==> src/design/rmpm_pkg.sv <==
// Package: constants, register map and carriers of the reset-mode pin multiplexer
package rmpm_pkg;

   localparam int ADDR_W = 8;
   localparam int DATA_W = 32;
   localparam int N_INT  = 6;
   localparam int N_PF   = 8;

   // Register byte offsets
   localparam logic [ADDR_W-1:0] OFS_CTRL     = 8'h00;
   localparam logic [ADDR_W-1:0] OFS_FLAG_DIR = 8'h04;
   localparam logic [ADDR_W-1:0] OFS_FLAG_OUT = 8'h08;
   localparam logic [ADDR_W-1:0] OFS_STATUS   = 8'h0c;
   localparam logic [ADDR_W-1:0] OFS_MASK     = 8'h10;
   localparam logic [ADDR_W-1:0] OFS_MODE     = 8'h14;
   localparam logic [ADDR_W-1:0] OFS_PINS     = 8'h18;

   // Control register fields
   localparam int CTRL_SPB_ALT    = 0;
   localparam int CTRL_TWO_EDGE   = 1;
   localparam int CTRL_SPI0_EDGE  = 2;
   localparam int CTRL_SPI1_EDGE  = 3;
   localparam int CTRL_FLAG_OUT   = 4;
   localparam int CTRL_FIXED_LSB  = 5;
   localparam int CTRL_W          = 8;

   // Interrupt status and mask bit positions
   localparam int INT_EXT_TWO   = 0;
   localparam int INT_LEVEL_ONE = 1;
   localparam int INT_LEVEL_ZRO = 2;
   localparam int INT_EDGE      = 3;
   localparam int INT_SPB_ZERO  = 4;
   localparam int INT_SPB_ONE   = 5;

   // Programmable flag pins shared with interrupts
   localparam int PF_EXT_TWO   = 7;
   localparam int PF_LEVEL_ONE = 6;
   localparam int PF_LEVEL_ZRO = 5;
   localparam int PF_EDGE      = 4;

   // Mode straps on flag pins 3..0 (A..D = 0..3)
   localparam int STRAP_HOST = 2;
   localparam int STRAP_ACK  = 3;

   // Data pins that carry host control in host mode
   localparam int HPIN_ACK = 3;
   localparam int HPIN_SEL = 4;
   localparam int HPIN_ALE = 5;
   localparam int HPIN_RD  = 6;
   localparam int HPIN_WR  = 7;

   // Serial port b pins in alternate mode
   localparam int SPB_INT0 = 0;
   localparam int SPB_INT1 = 1;
   localparam int SPB_FI   = 2;
   localparam int SPB_FO   = 3;

   // Reset values
   localparam logic [CTRL_W-1:0] RST_CTRL  = 8'h00;
   localparam logic [N_PF-1:0]   RST_DIR   = 8'h00;
   localparam logic [N_PF-1:0]   RST_FLAGS = 8'hff;
   localparam logic [N_INT-1:0]  RST_MASK  = 6'h00;

   typedef enum logic [1:0] {
      MODE_FULL = 2'b01,
      MODE_HOST = 2'b10
   } rmpm_mode_t;

   typedef struct packed {
      logic              wr;
      logic              rd;
      logic [ADDR_W-1:0] addr;
      logic [DATA_W-1:0] wdata;
   } rmpm_reg_req_t;

endpackage : rmpm_pkg

==> src/design/rmpm_pin_mux.sv <==
// Reset-mode strap capture, external bus pin multiplexing, flag and interrupt pins
//
// Implementation choices: the plain strobed port and the register addresses.
`timescale 1ns/10ps
`default_nettype none

//Contract
// The four mode straps are sampled only during reset and afterwards act as general flags.
// The operating mode is latched from the host-mode strap in reset and fixed until next reset.
// Host-mode strap 0 selects full memory mode and 1 selects host mode.
// Full memory mode enables byte DMA with full external access; host mode enables host DMA.
// Each shared pin carries exactly one signal, chosen by the latched mode.
// Full memory mode drives 14 address bits and 24 data bits, upper 8 also byte address.
// In host mode the host drives a 16-bit muxed bus and select, read, write and latch inputs.
// In host mode the acknowledge is open drain, its sense chosen by the second strap; the code uses strap D (STRAP_ACK, bit 3).
// Host mode still provides address bit 0, upper 16 data bits and the space selects; the code has no space select outputs.
// Interrupt/flag pins keep both functions, the interrupt seeing the pin while driven.
// An asserted shared pin with its mask bit set interrupts, whoever drives the pin.
// Interrupt two is edge or level selectable, the low pair level only, the edge pin edge only.
// Serial port b pins switch to two interrupts plus flag in and out under a control bit.
// Bus pins are configured only in reset; serial pin functions change at run time.
// Mode bits are captured at the edge where reset falls and held until the next reset.
module rmpm_pin_mux
   import rmpm_pkg::*;
(
   input  wire logic                CLK_SYS,
   input  wire logic                SYS_RST,
   input  wire rmpm_reg_req_t       REG_REQ,
   output logic     [DATA_W-1:0]    REG_RDATA,
   output logic                     IRQ,
   output logic     [N_INT-1:0]     INT_REQ,
   output logic                     HOST_MODE,
   output logic                     BYTE_DMA_EN,
   output logic                     HOST_DMA_EN,
   input  wire logic [13:0]         CORE_ADDR,
   input  wire logic [23:0]         CORE_DATA_OUT,
   input  wire logic                CORE_DATA_OE,
   output logic     [23:0]          CORE_DATA_IN,
   input  wire logic                CORE_BYTE_ACC,
   input  wire logic [7:0]          CORE_BYTE_ADDR_HI,
   input  wire logic                CORE_ADDR_OE,
   input  wire logic [15:0]         HOST_AD_OUT,
   input  wire logic                HOST_AD_OE,
   input  wire logic                HOST_READY,
   output logic     [15:0]          HOST_AD_IN,
   output logic                     HOST_SELECT_N,
   output logic                     HOST_READ_EN_N,
   output logic                     HOST_WRITE_EN_N,
   output logic                     HOST_ADDR_LATCH,
   input  wire logic [13:0]         ADDR_PIN_IN,
   output logic     [13:0]          ADDR_PIN_OUT,
   output logic     [13:0]          ADDR_PIN_OE,
   input  wire logic [23:0]         DATA_PIN_IN,
   output logic     [23:0]          DATA_PIN_OUT,
   output logic     [23:0]          DATA_PIN_OE,
   input  wire logic [N_PF-1:0]     PF_IN,
   output logic     [N_PF-1:0]      PF_OUT,
   output logic     [N_PF-1:0]      PF_OE,
   input  wire logic [4:0]          SPB_CORE_OUT,
   input  wire logic [4:0]          SPB_CORE_OE,
   output logic     [4:0]           SPB_CORE_IN,
   input  wire logic [4:0]          SPB_PIN_IN,
   output logic     [4:0]           SPB_PIN_OUT,
   output logic     [4:0]           SPB_PIN_OE,
   output logic                     FLAG_IN,
   output logic     [2:0]           FIXED_OUTPUT_FLAGS
);

   logic [3:0]        mode_straps;
   rmpm_mode_t        mode;
   logic [CTRL_W-1:0] ctrl;
   logic [N_PF-1:0]   flag_dir;
   logic [N_PF-1:0]   flag_val;
   logic [N_INT-1:0]  int_status;
   logic [N_INT-1:0]  int_mask;
   logic [N_INT-1:0]  int_level;
   logic [N_INT-1:0]  int_level_q;
   logic [N_INT-1:0]  int_edge_sel;
   logic [N_INT-1:0]  int_event;
   logic [N_INT-1:0]  int_clear;
   logic              spb_alt;
   logic              host;

   logic [13:0]       next_addr_out;
   logic [13:0]       next_addr_oe;
   logic [23:0]       next_data_out;
   logic [23:0]       next_data_oe;
   logic [4:0]        next_spb_out;
   logic [4:0]        next_spb_oe;

   // Write decodes share one address compare; the read mux decodes the address in a case
   function automatic logic hit(input rmpm_reg_req_t r, input logic [ADDR_W-1:0] ofs);
      hit = (r.addr == ofs);
   endfunction : hit

   // Straps load on every reset edge; the last load is the edge where reset falls
   always_ff @(posedge CLK_SYS) begin
      if (SYS_RST) begin
         mode_straps <= PF_IN[3:0];
      end
   end

   assign host        = mode_straps[STRAP_HOST];
   assign mode        = host ? MODE_HOST : MODE_FULL;
   assign HOST_MODE   = (mode == MODE_HOST);
   assign BYTE_DMA_EN = (mode == MODE_FULL);
   assign HOST_DMA_EN = (mode == MODE_HOST);
   assign spb_alt     = ctrl[CTRL_SPB_ALT];

   // Control, flag and mask registers
   always_ff @(posedge CLK_SYS) begin
      if (SYS_RST) begin
         ctrl <= RST_CTRL;
      end else if (REG_REQ.wr && hit(REG_REQ, OFS_CTRL)) begin
         ctrl <= REG_REQ.wdata[CTRL_W-1:0];
      end
   end

   always_ff @(posedge CLK_SYS) begin
      if (SYS_RST) begin
         flag_dir <= RST_DIR;
         flag_val <= RST_FLAGS;
      end else begin
         if (REG_REQ.wr && hit(REG_REQ, OFS_FLAG_DIR)) begin
            flag_dir <= REG_REQ.wdata[N_PF-1:0];
         end
         if (REG_REQ.wr && hit(REG_REQ, OFS_FLAG_OUT)) begin
            flag_val <= REG_REQ.wdata[N_PF-1:0];
         end
      end
   end

   always_ff @(posedge CLK_SYS) begin
      if (SYS_RST) begin
         int_mask <= RST_MASK;
      end else if (REG_REQ.wr && hit(REG_REQ, OFS_MASK)) begin
         int_mask <= REG_REQ.wdata[N_INT-1:0];
      end
   end

   // Flag pins: straps stay inputs in reset, then follow the direction register
   always_comb begin
      PF_OUT = flag_val;
      PF_OE  = SYS_RST ? '0 : flag_dir;
   end

   // Interrupt sources are active low; the pin input is read even while driven
   always_comb begin
      int_level                = '0;
      int_level[INT_EXT_TWO]   = ~PF_IN[PF_EXT_TWO];
      int_level[INT_LEVEL_ONE] = ~PF_IN[PF_LEVEL_ONE];
      int_level[INT_LEVEL_ZRO] = ~PF_IN[PF_LEVEL_ZRO];
      int_level[INT_EDGE]      = ~PF_IN[PF_EDGE];
      int_level[INT_SPB_ZERO]  = spb_alt & ~SPB_PIN_IN[SPB_INT0];
      int_level[INT_SPB_ONE]   = spb_alt & ~SPB_PIN_IN[SPB_INT1];
   end

   always_comb begin
      int_edge_sel                = '0;
      int_edge_sel[INT_EXT_TWO]   = ctrl[CTRL_TWO_EDGE];
      int_edge_sel[INT_EDGE]      = 1'b1;
      int_edge_sel[INT_SPB_ZERO]  = ctrl[CTRL_SPI0_EDGE];
      int_edge_sel[INT_SPB_ONE]   = ctrl[CTRL_SPI1_EDGE];
   end

   always_ff @(posedge CLK_SYS) begin
      if (SYS_RST) begin
         int_level_q <= '0;
      end else begin
         int_level_q <= int_level;
      end
   end

   genvar gi;
   generate
      for (gi = 0; gi < N_INT; gi++) begin : g_int
         assign int_event[gi] = int_edge_sel[gi] ? (int_level[gi] & ~int_level_q[gi])
                                                 : int_level[gi];
         assign int_clear[gi] = REG_REQ.wr && hit(REG_REQ, OFS_STATUS) && REG_REQ.wdata[gi];
         // A new event wins over a clear in the same cycle
         always_ff @(posedge CLK_SYS) begin
            if (SYS_RST) begin
               int_status[gi] <= 1'b0;
            end else if (int_event[gi]) begin
               int_status[gi] <= 1'b1;
            end else if (int_clear[gi]) begin
               int_status[gi] <= 1'b0;
            end
         end
      end
   endgenerate

   assign INT_REQ = int_status & int_mask;
   assign IRQ     = |INT_REQ;

   // Address pins: full address in full mode, address bit 0 only in host mode
   always_comb begin
      next_addr_out = CORE_ADDR;
      next_addr_oe  = {14{CORE_ADDR_OE}};
      if (host) begin
         next_addr_out[13:1] = HOST_AD_OUT[12:0];
         next_addr_oe[13:1]  = {13{HOST_AD_OE}};
         next_addr_oe[0]     = CORE_ADDR_OE;
      end
   end

   // Data pins: full 24-bit bus, or upper 16 bits plus host port lines
   always_comb begin
      next_data_out = CORE_DATA_OUT;
      next_data_oe  = {24{CORE_DATA_OE}};
      if (!host && CORE_BYTE_ACC) begin
         next_data_out[23:16] = CORE_BYTE_ADDR_HI;
         next_data_oe[23:16]  = 8'hff;
      end
      if (host) begin
         next_data_out[2:0]      = HOST_AD_OUT[15:13];
         next_data_oe[2:0]       = {3{HOST_AD_OE}};
         next_data_out[HPIN_ACK] = 1'b0;
         next_data_oe[HPIN_ACK]  = mode_straps[STRAP_ACK] ? ~HOST_READY : HOST_READY;
         next_data_out[7:4]      = 4'h0;
         next_data_oe[7:4]       = 4'h0;
      end
   end

   // Serial port b pins: serial function, or flag out on its pin in alternate mode
   always_comb begin
      next_spb_out = SPB_CORE_OUT;
      next_spb_oe  = SPB_CORE_OE;
      if (spb_alt) begin
         next_spb_out[SPB_INT1:SPB_INT0] = 2'h0;
         next_spb_oe[SPB_INT1:SPB_INT0]  = 2'h0;
         next_spb_out[SPB_FI]            = 1'b0;
         next_spb_oe[SPB_FI]             = 1'b0;
         next_spb_out[SPB_FO]            = ctrl[CTRL_FLAG_OUT];
         next_spb_oe[SPB_FO]             = 1'b1;
      end
   end

   // Pin drivers; all released while reset is held
   always_ff @(posedge CLK_SYS) begin
      if (SYS_RST) begin
         ADDR_PIN_OUT <= '0;
         ADDR_PIN_OE  <= '0;
         DATA_PIN_OUT <= '0;
         DATA_PIN_OE  <= '0;
      end else begin
         ADDR_PIN_OUT <= next_addr_out;
         ADDR_PIN_OE  <= next_addr_oe;
         DATA_PIN_OUT <= next_data_out;
         DATA_PIN_OE  <= next_data_oe;
      end
   end

   always_ff @(posedge CLK_SYS) begin
      if (SYS_RST) begin
         SPB_PIN_OUT <= '0;
         SPB_PIN_OE  <= '0;
      end else begin
         SPB_PIN_OUT <= next_spb_out;
         SPB_PIN_OE  <= next_spb_oe;
      end
   end

   // Inbound pin values toward the core and the host port
   always_ff @(posedge CLK_SYS) begin
      if (SYS_RST) begin
         CORE_DATA_IN    <= '0;
         HOST_AD_IN      <= '0;
         HOST_SELECT_N   <= 1'b1;
         HOST_READ_EN_N  <= 1'b1;
         HOST_WRITE_EN_N <= 1'b1;
         HOST_ADDR_LATCH <= 1'b0;
         SPB_CORE_IN     <= '0;
         FLAG_IN         <= 1'b0;
      end else begin
         CORE_DATA_IN    <= DATA_PIN_IN;
         HOST_AD_IN      <= host ? {DATA_PIN_IN[2:0], ADDR_PIN_IN[13:1]} : 16'h0000;
         HOST_SELECT_N   <= host ? DATA_PIN_IN[HPIN_SEL] : 1'b1;
         HOST_READ_EN_N  <= host ? DATA_PIN_IN[HPIN_RD] : 1'b1;
         HOST_WRITE_EN_N <= host ? DATA_PIN_IN[HPIN_WR] : 1'b1;
         HOST_ADDR_LATCH <= host ? DATA_PIN_IN[HPIN_ALE] : 1'b0;
         SPB_CORE_IN     <= SPB_PIN_IN;
         FLAG_IN         <= spb_alt ? SPB_PIN_IN[SPB_FI] : 1'b0;
      end
   end

   always_ff @(posedge CLK_SYS) begin
      if (SYS_RST) begin
         FIXED_OUTPUT_FLAGS <= '0;
      end else begin
         FIXED_OUTPUT_FLAGS <= ctrl[CTRL_FIXED_LSB +: 3];
      end
   end

   // Read data stands in the cycle after the read strobe only
   always_ff @(posedge CLK_SYS) begin
      if (SYS_RST || !REG_REQ.rd) begin
         REG_RDATA <= '0;
      end else begin
         case (REG_REQ.addr)
            OFS_CTRL:     REG_RDATA <= {{(DATA_W-CTRL_W){1'b0}}, ctrl};
            OFS_FLAG_DIR: REG_RDATA <= {{(DATA_W-N_PF){1'b0}}, flag_dir};
            OFS_FLAG_OUT: REG_RDATA <= {{(DATA_W-N_PF){1'b0}}, flag_val};
            OFS_STATUS:   REG_RDATA <= {{(DATA_W-N_INT){1'b0}}, int_status};
            OFS_MASK:     REG_RDATA <= {{(DATA_W-N_INT){1'b0}}, int_mask};
            OFS_MODE:     REG_RDATA <= {27'h0, host, mode_straps};
            OFS_PINS:     REG_RDATA <= {23'h0, FLAG_IN, PF_IN};
            default:      REG_RDATA <= '0;
         endcase
      end
   end

endmodule : rmpm_pin_mux

`default_nettype wire

==> config.mk <==
export PLATFORM = sky130hd
export DESIGN_NAME = rmpm_pin_mux
export DESIGN_NICKNAME = d
export VERILOG_FILES = /design/src/design/rmpm_pkg.sv /design/src/design/rmpm_pin_mux.sv
export SDC_FILE = /design/constraint.sdc
export NUM_CORES = 1
export LEC_CHECK = 0
export BUFFER_PORTS_ARGS = -buffer_cell sky130_fd_sc_hd__buf_2
export CAP_MARGIN = 5
export CORE_AREA = 2 2 144 146
export DETAILED_ROUTE_END_ITERATION = 8
export DIE_AREA = 0 0 146 148
export GPL_TIMING_DRIVEN = 0
export PLACE_DENSITY = 0.59
export SKIP_CTS_REPAIR_TIMING = 1
export SYNTH_ARGS = -nofsm -noshare
export SYNTH_HDL_FRONTEND = slang
export SYNTH_SLANG_ARGS = --single-unit
==> constraint.sdc <==
create_clock -name CLK_SYS -period 1.8 [get_ports CLK_SYS]
set_input_delay 0.27 -clock CLK_SYS [delete_from_list [all_inputs] [get_ports CLK_SYS]]
set_output_delay 0.27 -clock CLK_SYS [all_outputs]
set_load 0.01 [all_outputs]
==> metrics.md, run 1 <==
| Metric | Value |
|---|---|
| Top-Level Pins | 369 |
| Worst slew margin | 0.4538 |
| Global placer's final weighted congestion | 0.8290 |
| Die area | around 22000 µm² |
| Critical path startpoint | int_mask[2]$_SDFFE_PP0P_ |
| Antenna Nets Post-Route | 0 |
| Cell Area, Synth | 5961 µm² |
| Reg-to-Reg End | ADDR_PIN_OUT[10]$_SDFF_PP0_ |
| Via density | around 4.2 |
| Final WS setup | -0.2406 ns |
| Max cap viols | 0 |
| Worst Path Required | approximately 1.5 ns |
| Core area | ~20000 µm² |
| Synth cell count leaders | dfxtp_1 (157), nor2_1 (60), mux2i_1 (59) |
| Clock Skews | about 0.015 ns |
| Worst reg-to-reg path cell count | 4 |
| Worst Path Buf+Inv | 1 |
| Nets | 1110 |
| Peak VDD IR | 0.0005722 V |
| Most frequent cell after synthesis | dfxtp_1 |
| Post-route non-filler standard cell count | 1223 |
| Clk network pwr share | 0.448 |
| Final Setup Violations | 1 |
| Startpoint class of the critical path | register |
| Total power | 8.563 mW |
| Wire length per cell | ~16 µm |
| Slowest-stage cell, CP | or4_4 |
| Initial antenna violation count | 3 |
| Critical path arrival | 1.77 ns |
| Critical path, cell by cell | and2_4 > or2_4 > or4_4 > buf_6 |
| Hold crit path type | in -> reg |
| Synth area leader | dfxtp_1 |
| Slew @ Worst Pin | between 0.8 and 0.9 ns |
| Initial Util | 0.2975 |
| Die Y-Extent | 148 µm |
| PD cells | 987.8 nW/µm² |
| RSZ-0062 raised after global routing | true |
| Vias post-DR | 5185 |
| CP top delay family | simple AND/OR/NAND/NOR gates |
| IO Port Bufs | 319 |
| Vias in the first global route | 4806 |
| First-pass GRT wire length | about 29000 µm |
| Max clock buf depth | 2 |
| Global Route Usage Sum | 0.1811 |
| Row cnt | 52 |
| Seq/Total Area, Yosys | 0.5474 |
| FF+latch count, synth | 161 |
| Setup TNS | -0.2406 ns |
| Drc violations | 0 |
| Crit Path Category | reg -> out |
| Static leakage | approximately 4.5 nW |
| Prevailing post-synth register cell | dfxtp_1 |
| Cells after synthesis | 576 |
| CP endpoint kind | output pin |
| Sink Count | 161 |
| Fin crit period | approximately 2 ns |
| Root Buffer | clkbuf_16 |
| DR iter-0 viols | 200 |
| Post-synth ARST share | 0 |
| CP Depth | 4 |
| Clock latency at the later pin of the worst-skew pair | between 0.4 and 0.5 ns |
| Layout fillers | 2046 |
| DRT Pass-1 Iters | 4 |
| Yosys cell types | between 40 and 50 |
| Clock transition at path regs | 0.07 ns |
| Endpoints failing hold | 0 |
| CP endpoint | IRQ |
| Mapped Avg Cell Area | 10.35 µm² |
| R2R Setup Slk | 0.35 ns |
| Pin count of the biggest net entering global routing | 17 |
| Period utilization | 1.134 |
| Share of the synthesized area in the top cell type | 0.5273 |
| Share of layout cells above drive strength 1 | 0.4648 |
| Sw Share | 0.2512 |
| Setup slack after placement | -0.4541 ns |
| H-tree depth | 4 |
| Internal power | 6.412 mW |
| Sequential share of power | 0.442 |
| Largest cells by area after synthesis | dfxtp_1 (53%), mux2i_1 (9.9%), buf_4 (7.2%), nor2b_1 (5.8%), nor2_1 (3.8%) |
| Comb power frac | 0.111 |
| Placed cells | about 1200 |
| Max incr delay on CP | between 0.4 and 0.5 ns |
| Failing checks | negative setup slack |
| Status | finished with violations |
| Total length of routed wires | 20100 µm |
| Die span in x | 146 µm |
| CTS buffer count | 17 |
| Slew Viols, Final | 0 |
| YS warnings | 0 |
| Post-DP HPWL | 15480 µm |
| Net Switching | 2.151 mW |
| Post-synth EDFFs | 4 |
| Worst reg2reg path startpoint | mode_straps[2]$_DFFE_PP_ |
| CTS tree | yes |
| CP Max Fanout | 3 |
| Final global-route overflow total | 0 |
| Layout area overhead | 45.42% |
| Fmax | 490.1 MHz |
==> cells in the final DEF (no fill, tap or decap), types with 3 or more instances in the layout <==
cell and n:
edfxtp_1 4, nand4_2 3, a31oi_1 4, or3_1 3, o2bb2ai_1 4, a22oi_1 3
clkbuf_16 17, inv_1 6, o21ai_0 8, nand2_1 35, buf_6 3, bufinv_16 3
nand3_1 4, and3_1 13, nor3_1 3, a21o_1 3, clkbuf_1 17, a22o_1 3
mux2i_1 59, and2_4 4, nor2_1 60, buf_4 59, dfxtp_2 5, inv_6 6
dfxtp_1 152, buf_2 320, conb_1 23, a21oi_1 13, and2_1 22, nor2b_1 55
==> metrics by stage <==
stage	area [µm²]	hold slack, ns	utilization
floorplan	6043	0.3424	-
global placement	7978	0.4371	0.3981
detailed placement	7978	0.4376	0.3981
CTS	8594	0.01746	0.4289
global route	8668	0.01824	0.4326
finish	8668	0.04249	0.4326
==> cell type report <==
class / count / area (µm²) / share of cell area
clock buffers: 17 / 425.4 / 0.04908
multi-input cells: 349 / 2240 / 0.2584
well taps: 270 / 337.8 / 0.03897
clock inverters: 15 / 191.4 / 0.02208
flip-flops and latches: 161 / 3269 / 0.3772
plain buffers: 81 / 551.8 / 0.06365
repair buffers: 321 / 1618 / 0.1866
inverters: 7 / 30.03 / 0.003464
diodes: 2 / 5.005 / 0.0005774
==> sequential cells by signal (all words and copies together) (netlist names), 5 cells and up <==
signal	cells
CORE_DATA_IN	24
PF_OUT	8
SPB_PIN_OE	5
SPB_PIN_OUT	5
int_status	6
int_mask	6
SPB_CORE_IN	5
HOST_AD_IN	16
DATA_PIN_OUT	24
ADDR_PIN_OUT	14
DATA_PIN_OE	5
flag_dir	8
ctrl	8
REG_RDATA	9
==> layer usage <==
metal  up-vias  track usage  routed length (µm)
met5         -            0                   7
met4         2      0.06699                 173
met3        14      0.04290                1493
met2       224       0.3125               10240
met1      2385       0.2204                8187
li1       2560            -                   -
==> power by group through the flow <==
stage	combinational [mW]	clock [mW]	sequential, mW
floorplan	0.408	0	3.93
global placement	0.944	0	3.86
detailed placement	0.950	0	3.86
CTS	0.953	3.93	3.78
global route	1.04	4.10	3.80
finish	0.949	3.83	3.78
==> cell families after synthesis <==
logic type	synth area share
AND/OR/NAND/NOR	0.1994
flip-flops	0.5474
buffers and inverters	0.09425
multiplexers	0.1047
AO/OA/AOI/OAI	0.05206
XOR/XNOR	0.001470
other	0.0006291
==> worst min-delay path by stage <==
stage,end,depth (start not counted),slack [ns],start
3_3_place_gp,REG_RDATA[8]$_SDFF_PP0_,2,0.44,FLAG_IN$_SDFF_PP0_
3_5_place_dp,REG_RDATA[8]$_SDFF_PP0_,2,0.44,FLAG_IN$_SDFF_PP0_
5_1_grt,mode_straps[0]$_DFFE_PP_,1,0.02,PF_IN[0]
2_1_floorplan,int_level_q[0]$_SDFF_PP0_,1,0.34,PF_IN[7]
6_report,int_level_q[3]$_SDFF_PP0_,2,0.04,PF_IN[4]
4_1_cts,mode_straps[0]$_DFFE_PP_,1,0.02,PF_IN[0]
(Power assumes the default switching activity.)
==> inputs of run 2 (changes only) <==
--- a/config.mk
+++ b/config.mk
@@ -5,7 +5,7 @@
 export SDC_FILE = /design/constraint.sdc
 export NUM_CORES = 1
 export LEC_CHECK = 0
-export BUFFER_PORTS_ARGS = -buffer_cell sky130_fd_sc_hd__buf_2
+export BUFFER_PORTS_ARGS = -buffer_cell sky130_fd_sc_hd__buf_4
 export CAP_MARGIN = 5
 export CORE_AREA = 2 2 144 146
 export DETAILED_ROUTE_END_ITERATION = 8
==> run 2 against run 1 <==
Net effect: the run still ends with negative setup slack left; via count is 0.14% lower; die area did not move; sequential share of layout area decreased by 3.2 points; total power is 2.9% higher; critical path depth unchanged; wire length increased by 3.8%; flip-flop and latch count did not move; global-route usage rose by 0.61 points; clock skew decreased by 0.0074 ns; maximum frequency down 0.28%; first-iteration DRC count rose by 14%; clock power increased by 2%; largest power group unchanged; highest routed layer is now met4.
==> metrics.md, run 2 (synthesized netlist as in run 1, its figures left out) <==
| Metric | Value |
|---|---|
| CTS tree | yes |
| Slew @ Worst Pin | 0.8200 ns |
| Commonest cells after routing, fill and taps aside | buf_4 (377), dfxtp_1 (151), nor2_1 (60) |
| Worst Path Required | ~1.5 ns |
| Sink Count | approximately 160 |
| H-tree depth | 4 |
| Critical path arrival | about 1.8 ns |
| Global Route Usage Sum | 0.1871 |
| Status | finished with violations |
| Clock transition at path regs | 0.07 ns |
| Critical path, cell by cell | and2_4 > or2_4 > or4_4 > buf_6 |
| IO Port Bufs | between 300 and 400 |
| Post-route non-filler standard cell count | 1222 |
| Setup TNS | -0.2463 ns |
| Hold crit path type | in -> reg |
| Hold slack | around 0.018 ns |
| CP endpoint kind | output pin |
| Clock Skews | 0.007948 ns |
| Static leakage | 4.705 nW |
| Max incr delay on CP | between 0.4 and 0.5 ns |
| Share of layout cells above drive strength 1 | 0.4664 |
| Top-Level Pins | between 300 and 400 |
| Pin count of the biggest net entering global routing | 17 |
| Fin crit period | 2.046 ns |
| Via density | 4.237 |
| Clock latency at the later pin of the worst-skew pair | about 0.42 ns |
| Max clock buf depth | 2 |
| Nets | 1111 |
| Max cap viols | 0 |
| Initial Util | 0.2975 |
| # diodes | 0 |
| Final WS setup | -0.2463 ns |
| Peak VDD IR | 0.0005676 V |
| Total length of routed wires | 20860 µm |
| Row cnt | 52 |
| Layout fillers | 1940 |
| Failing checks | negative setup slack |
| Core area | 20040 µm² |
| Die Y-Extent | 148 µm |
| Initial antenna violation count | 0 |
| RSZ-0062 raised after global routing | true |
| Biggest regs | CORE_DATA_IN x24, DATA_PIN_OUT x24, HOST_AD_IN x16 |
| Slowest-stage cell, CP | or4_4 |
| First-pass GRT wire length | 30450 µm |
| Crit Path Category | reg -> out |
| Vias post-DR | 5178 |
| Period utilization | 1.137 |
| Hold Crit Depth | 2 |
| Layout area overhead | 59.03% |
| DRT Pass-1 Iters | 5 |
| Die span in x | 146 µm |
| Post-DP HPWL | between 15000 and 20000 µm |
| Global placer's final weighted congestion | 0.8111 |
| Critical path startpoint | int_status[3]$_SDFFE_PP0P_ |
| Die area | ~22000 µm² |
| Finished Core Util | 0.4730 |
| Worst Hold Launch | SPB_PIN_IN[0] |
| DR iter-0 viols | approximately 230 |
| Final Setup Violations | 1 |
| Worst reg-to-reg path cell count | 4 |
| CTS buffer count | 17 |
| Vias in the first global route | 4848 |
| Final global-route overflow total | 0 |
| Root Buffer | clkbuf_16 |
| Worst slew margin | 0.4519 |
| Slew Viols, Final | 0 |
| PD cells | 930.0 nW/µm² |
| Antenna Nets Post-Route | 0 |
| FF+latch area | 3271 µm² |
| Multi-input gate area | 2240 µm² |
| Wire length per cell | 17.07 µm |
| Placed cells | roughly 1200 |
| Endpoints failing hold | 0 |
| Worst reg2reg path startpoint | mode_straps[2]$_DFFE_PP_ |
| Drc violations | 0 |
| Most common cell after layout, fill and taps aside | buf_4 |
| Fmax | 488.7 MHz |
| CP Max Fanout | 3 |
| Startpoint class of the critical path | register |
==> run 2: worst max-delay path: cells and delay by family (launching register included) <==
| family | cells | cell delay, ns |
|---|---|---|
| buf+inv | 1 | 0.14 |
| flops | 1 | 0.33 |
| simple gates | 3 | 0.88 |
==> run 2: per-layer routing <==
layer / up-vias / part of all wire / track usage
li1: 2555 / - / -
met1: 2385 / 0.42 / 0.2257
met2: 217 / 0.50 / 0.3323
met3: 21 / 0.065 / 0.04290
met4: 0 / 0.014 / 0.05777
met5: - / 0 / 0
==> run 2: layout make-up <==
class	instances	share of cell area
buffer	81	0.05768
clock buffer	18	0.04633
clock inverter	14	0.02006
inverter	7	0.003168
multi-input combinational	349	0.2363
sequential	161	0.3450
tap	270	0.03564
timing repair buffer	322	0.2558
==> run 2: per-stage QoR <==
step	total power, mW	cell area, µm²	setup slack [ns]
6_report	8.815	9479	-0.2463
2_1_floorplan	4.337	6043	0.2481
5_1_grt	9.169	9479	-0.2704
4_1_cts	8.890	9405	-0.5630
3_3_place_gp	5.000	8776	-0.3711
3_5_place_dp	5.007	8776	-0.3637
==> run 2: worst paths after layout <==
kind,to,slack [ns]
worst min register to register,REG_RDATA[8]$_SDFF_PP0_,0.44
worst min-delay path,int_level_q[4]$_SDFF_PP0_,0.02
worst max-delay path,IRQ,-0.25
worst max register to register,ADDR_PIN_OUT[10]$_SDFF_PP0_,0.26
==> run 2: power by group <==
group	total (mW)	switching [mW]	internal [mW]
logic	1.14	0.502	0.637
clock network	3.89	1.62	2.27
registers	3.79	0.0625	3.73
==> inputs of run 3 (changes only) <==
--- a/config.mk
+++ b/config.mk
@@ -11,7 +11,7 @@
 export DETAILED_ROUTE_END_ITERATION = 8
 export DIE_AREA = 0 0 146 148
 export GPL_TIMING_DRIVEN = 0
-export PLACE_DENSITY = 0.59
+export PLACE_DENSITY_LB_ADDON = 0.15
 export SKIP_CTS_REPAIR_TIMING = 1
 export SYNTH_ARGS = -nofsm -noshare
 export SYNTH_HDL_FRONTEND = slang
==> constraint.sdc (replaced) <==
create_clock -name CLK_SYS -period 1.8 [get_ports CLK_SYS]
set_input_delay 0.09 -clock CLK_SYS [delete_from_list [all_inputs] [get_ports CLK_SYS]]
set_output_delay 0.09 -clock CLK_SYS [all_outputs]
set_load 0.01 [all_outputs]
==> run 3 against run 2 <==
Net effect: the flow still finishes with violations (negative setup slack); sequential share of layout area shrank 4.2 points; wire length up 5.5%; final cell count grew 11%; critical path depth unchanged; critical endpoint unchanged; largest cell class is now non-clock buffers; highest routed layer unchanged.
==> metrics.md, run 3 (synthesized netlist as in run 1, its figures left out) <==
| Metric | Value |
|---|---|
| Status | finished with violations |
| Failing checks | negative setup slack |
| Fmax | around 540 MHz |
| Initial Util | 0.2975 |
| Root Buffer | clkbuf_16 |
| R2R Setup Slk | 0.17 ns |
| Core area | 20040 µm² |
| Endpoints failing hold | 0 |
| Clock latency at the later pin of the worst-skew pair | 0.43 ns |
| DR iter-0 viols | 301 |
| Most common cell after layout, fill and taps aside | buf_4 |
| Top-Level Pins | between 300 and 400 |
| Initial antenna violation count | 0 |
| Dpl cell area | 8776 µm² |
| CTS buffer count | 17 |
| Global Route Usage Sum | 0.1845 |
| Post-route non-filler standard cell count | 1358 |
| First-pass GRT wire length | 29900 µm |
| Peak VDD IR | 0.0006070 V |
| Final Setup Violations | 1 |
| Clock transition at path regs | 0.07 ns |
| Slew @ Worst Pin | approximately 1 ns |
| Max cap viols | 0 |
| Worst Path Required | around 1.7 ns |
| Startpoint class of the critical path | register |
| Layout area overhead | 80.84% |
| CP endpoint kind | output pin |
| Sink Count | 161 |
| Vias in the first global route | 4849 |
| Layout fillers | 1820 |
| Slowest-stage cell, CP | or4_4 |
| IO Port Bufs | 319 |
| PD cells | 814.0 nW/µm² |
| Vias post-DR | between 5000 and 6000 |
| Die Y-Extent | 148 µm |
| Antenna Nets Post-Route | 0 |
| Final WS setup | -0.06583 ns |
| Post-DP HPWL | 15550 µm |
| CP top delay family | simple AND/OR/NAND/NOR gates |
| Pin count of the biggest net entering global routing | 17 |
| Total length of routed wires | 22010 µm |
| Share of layout cells above drive strength 1 | 0.4063 |
| Fin area | 10780 µm² |
| Period utilization | 1.037 |
| Nets | ~1200 |
| # diodes | 0 |
| DRT Pass-1 Iters | 5 |
| RSZ-0062 raised after global routing | true |
| Worst slew margin | 0.3443 |
| Clock Skews | 0.009555 ns |
| Biggest regs | CORE_DATA_IN x24, DATA_PIN_OUT x24, HOST_AD_IN x16 |
| CP Max Fanout | 3 |
| Commonest cells after routing, fill and taps aside | buf_4 (380), dfxtp_1 (151), dlygate4sd3_1 (136) |
| Multi-input gate area | 2235 µm² |
| Global placer's final weighted congestion | 0.8021 |
| Critical path, cell by cell | and2_4 > or2_4 > or4_4 > buf_6 |
| Fin crit period | 1.866 ns |
| Max clock buf depth | 2 |
| H-tree depth | 4 |
| Setup TNS | -0.06583 ns |
| Crit Path Category | reg -> out |
| Row cnt | 52 |
| CTS tree | yes |
| Die area | 21610 µm² |
| Slew Viols, Final | 0 |
| Static leakage | 5.253 nW |
| Critical path arrival | between 1.5 and 2 ns |
| Wire length per cell | 16.21 µm |
| FF+latch area | 3271 µm² |
| Drc violations | 0 |
| Worst Path Buf+Inv | 1 |
| Max incr delay on CP | 0.49 ns |
| Via density | ~4.2 |
| Placed cells | 1187 |
| Final global-route overflow total | 0 |
| Die span in x | 146 µm |
| Hold crit path type | in -> reg |
## run 3: cell types whose count changed in the layout (fill, tap and decap cells not counted), sizes merged
| cell | delta |
|---|---|
| clkinv | +3 |
| buf | +1 |
| bufinv | -1 |
| inv | -4 |
| dlygate4sd3 | +136 |
| clkbuf | +1 |
## run 3: final timing paths
check                             startpoint                         end  cells past startpoint
hold / removal                   REG_REQ[33]     REG_RDATA[1]$_SDFF_PP0_                      4
setup reg to reg    mode_straps[2]$_DFFE_PP_  DATA_PIN_OUT[0]$_SDFF_PP0_                      4
hold reg to reg           FLAG_IN$_SDFF_PP0_     REG_RDATA[8]$_SDFF_PP0_                      2
setup / recovery  int_status[2]$_SDFFE_PP0P_                         IRQ                      4
## run 3: layer usage
metal | part of all wire | global-route usage | wire [µm] | vias up
met4 | 0.019 | 0.06748 | 408 | 0
met5 | 0 | 0 | 0 | -
li1 | - | - | - | 2829
met3 | 0.061 | 0.05185 | 1333 | 26
met1 | 0.41 | 0.2164 | 9062 | 2585
met2 | 0.51 | 0.3229 | 11200 | 233
## run 3: final cells by class
class / count / area share
Buffer: 81 / 0.05003
Inverter: 7 / 0.002786
Tap cell: 270 / 0.03134
Clock buffer: 19 / 0.04109
Clock inverter: 12 / 0.01242
Multi-Input combinational cell: 349 / 0.2073
Sequential cell: 161 / 0.3034
Timing Repair Buffer: 459 / 0.3516
## run 3: power breakdown
part	switching (mW)	total [mW]	internal (mW)	leakage (nW)
clock network	1.51	3.59	2.08	0.276
logic	0.563	1.40	0.833	3.64
registers	0.0566	3.79	3.73	1.33
## run 3: worst reg2reg max path: stages (launching register included)
cell	delay, ns
edfxtp_1	0.42
buf_4	0.27
mux2i_1	0.20
dlygate4sd3_1	0.56
nor2_1	0.04
## run 3: metrics by stage
stage	power, mW	util	hold slack, ns	setup slack, ns
after global placement	4.990	0.4379	0.2719	-0.3750
after global routing	9.143	0.5379	0.01669	-0.1053
after floorplan	4.337	-	0.1624	0.3374
final	8.774	0.5379	0.01683	-0.06583
after detailed placement	4.997	0.4379	0.2740	-0.3897
after CTS	8.595	0.4667	-0.1816	-0.5116
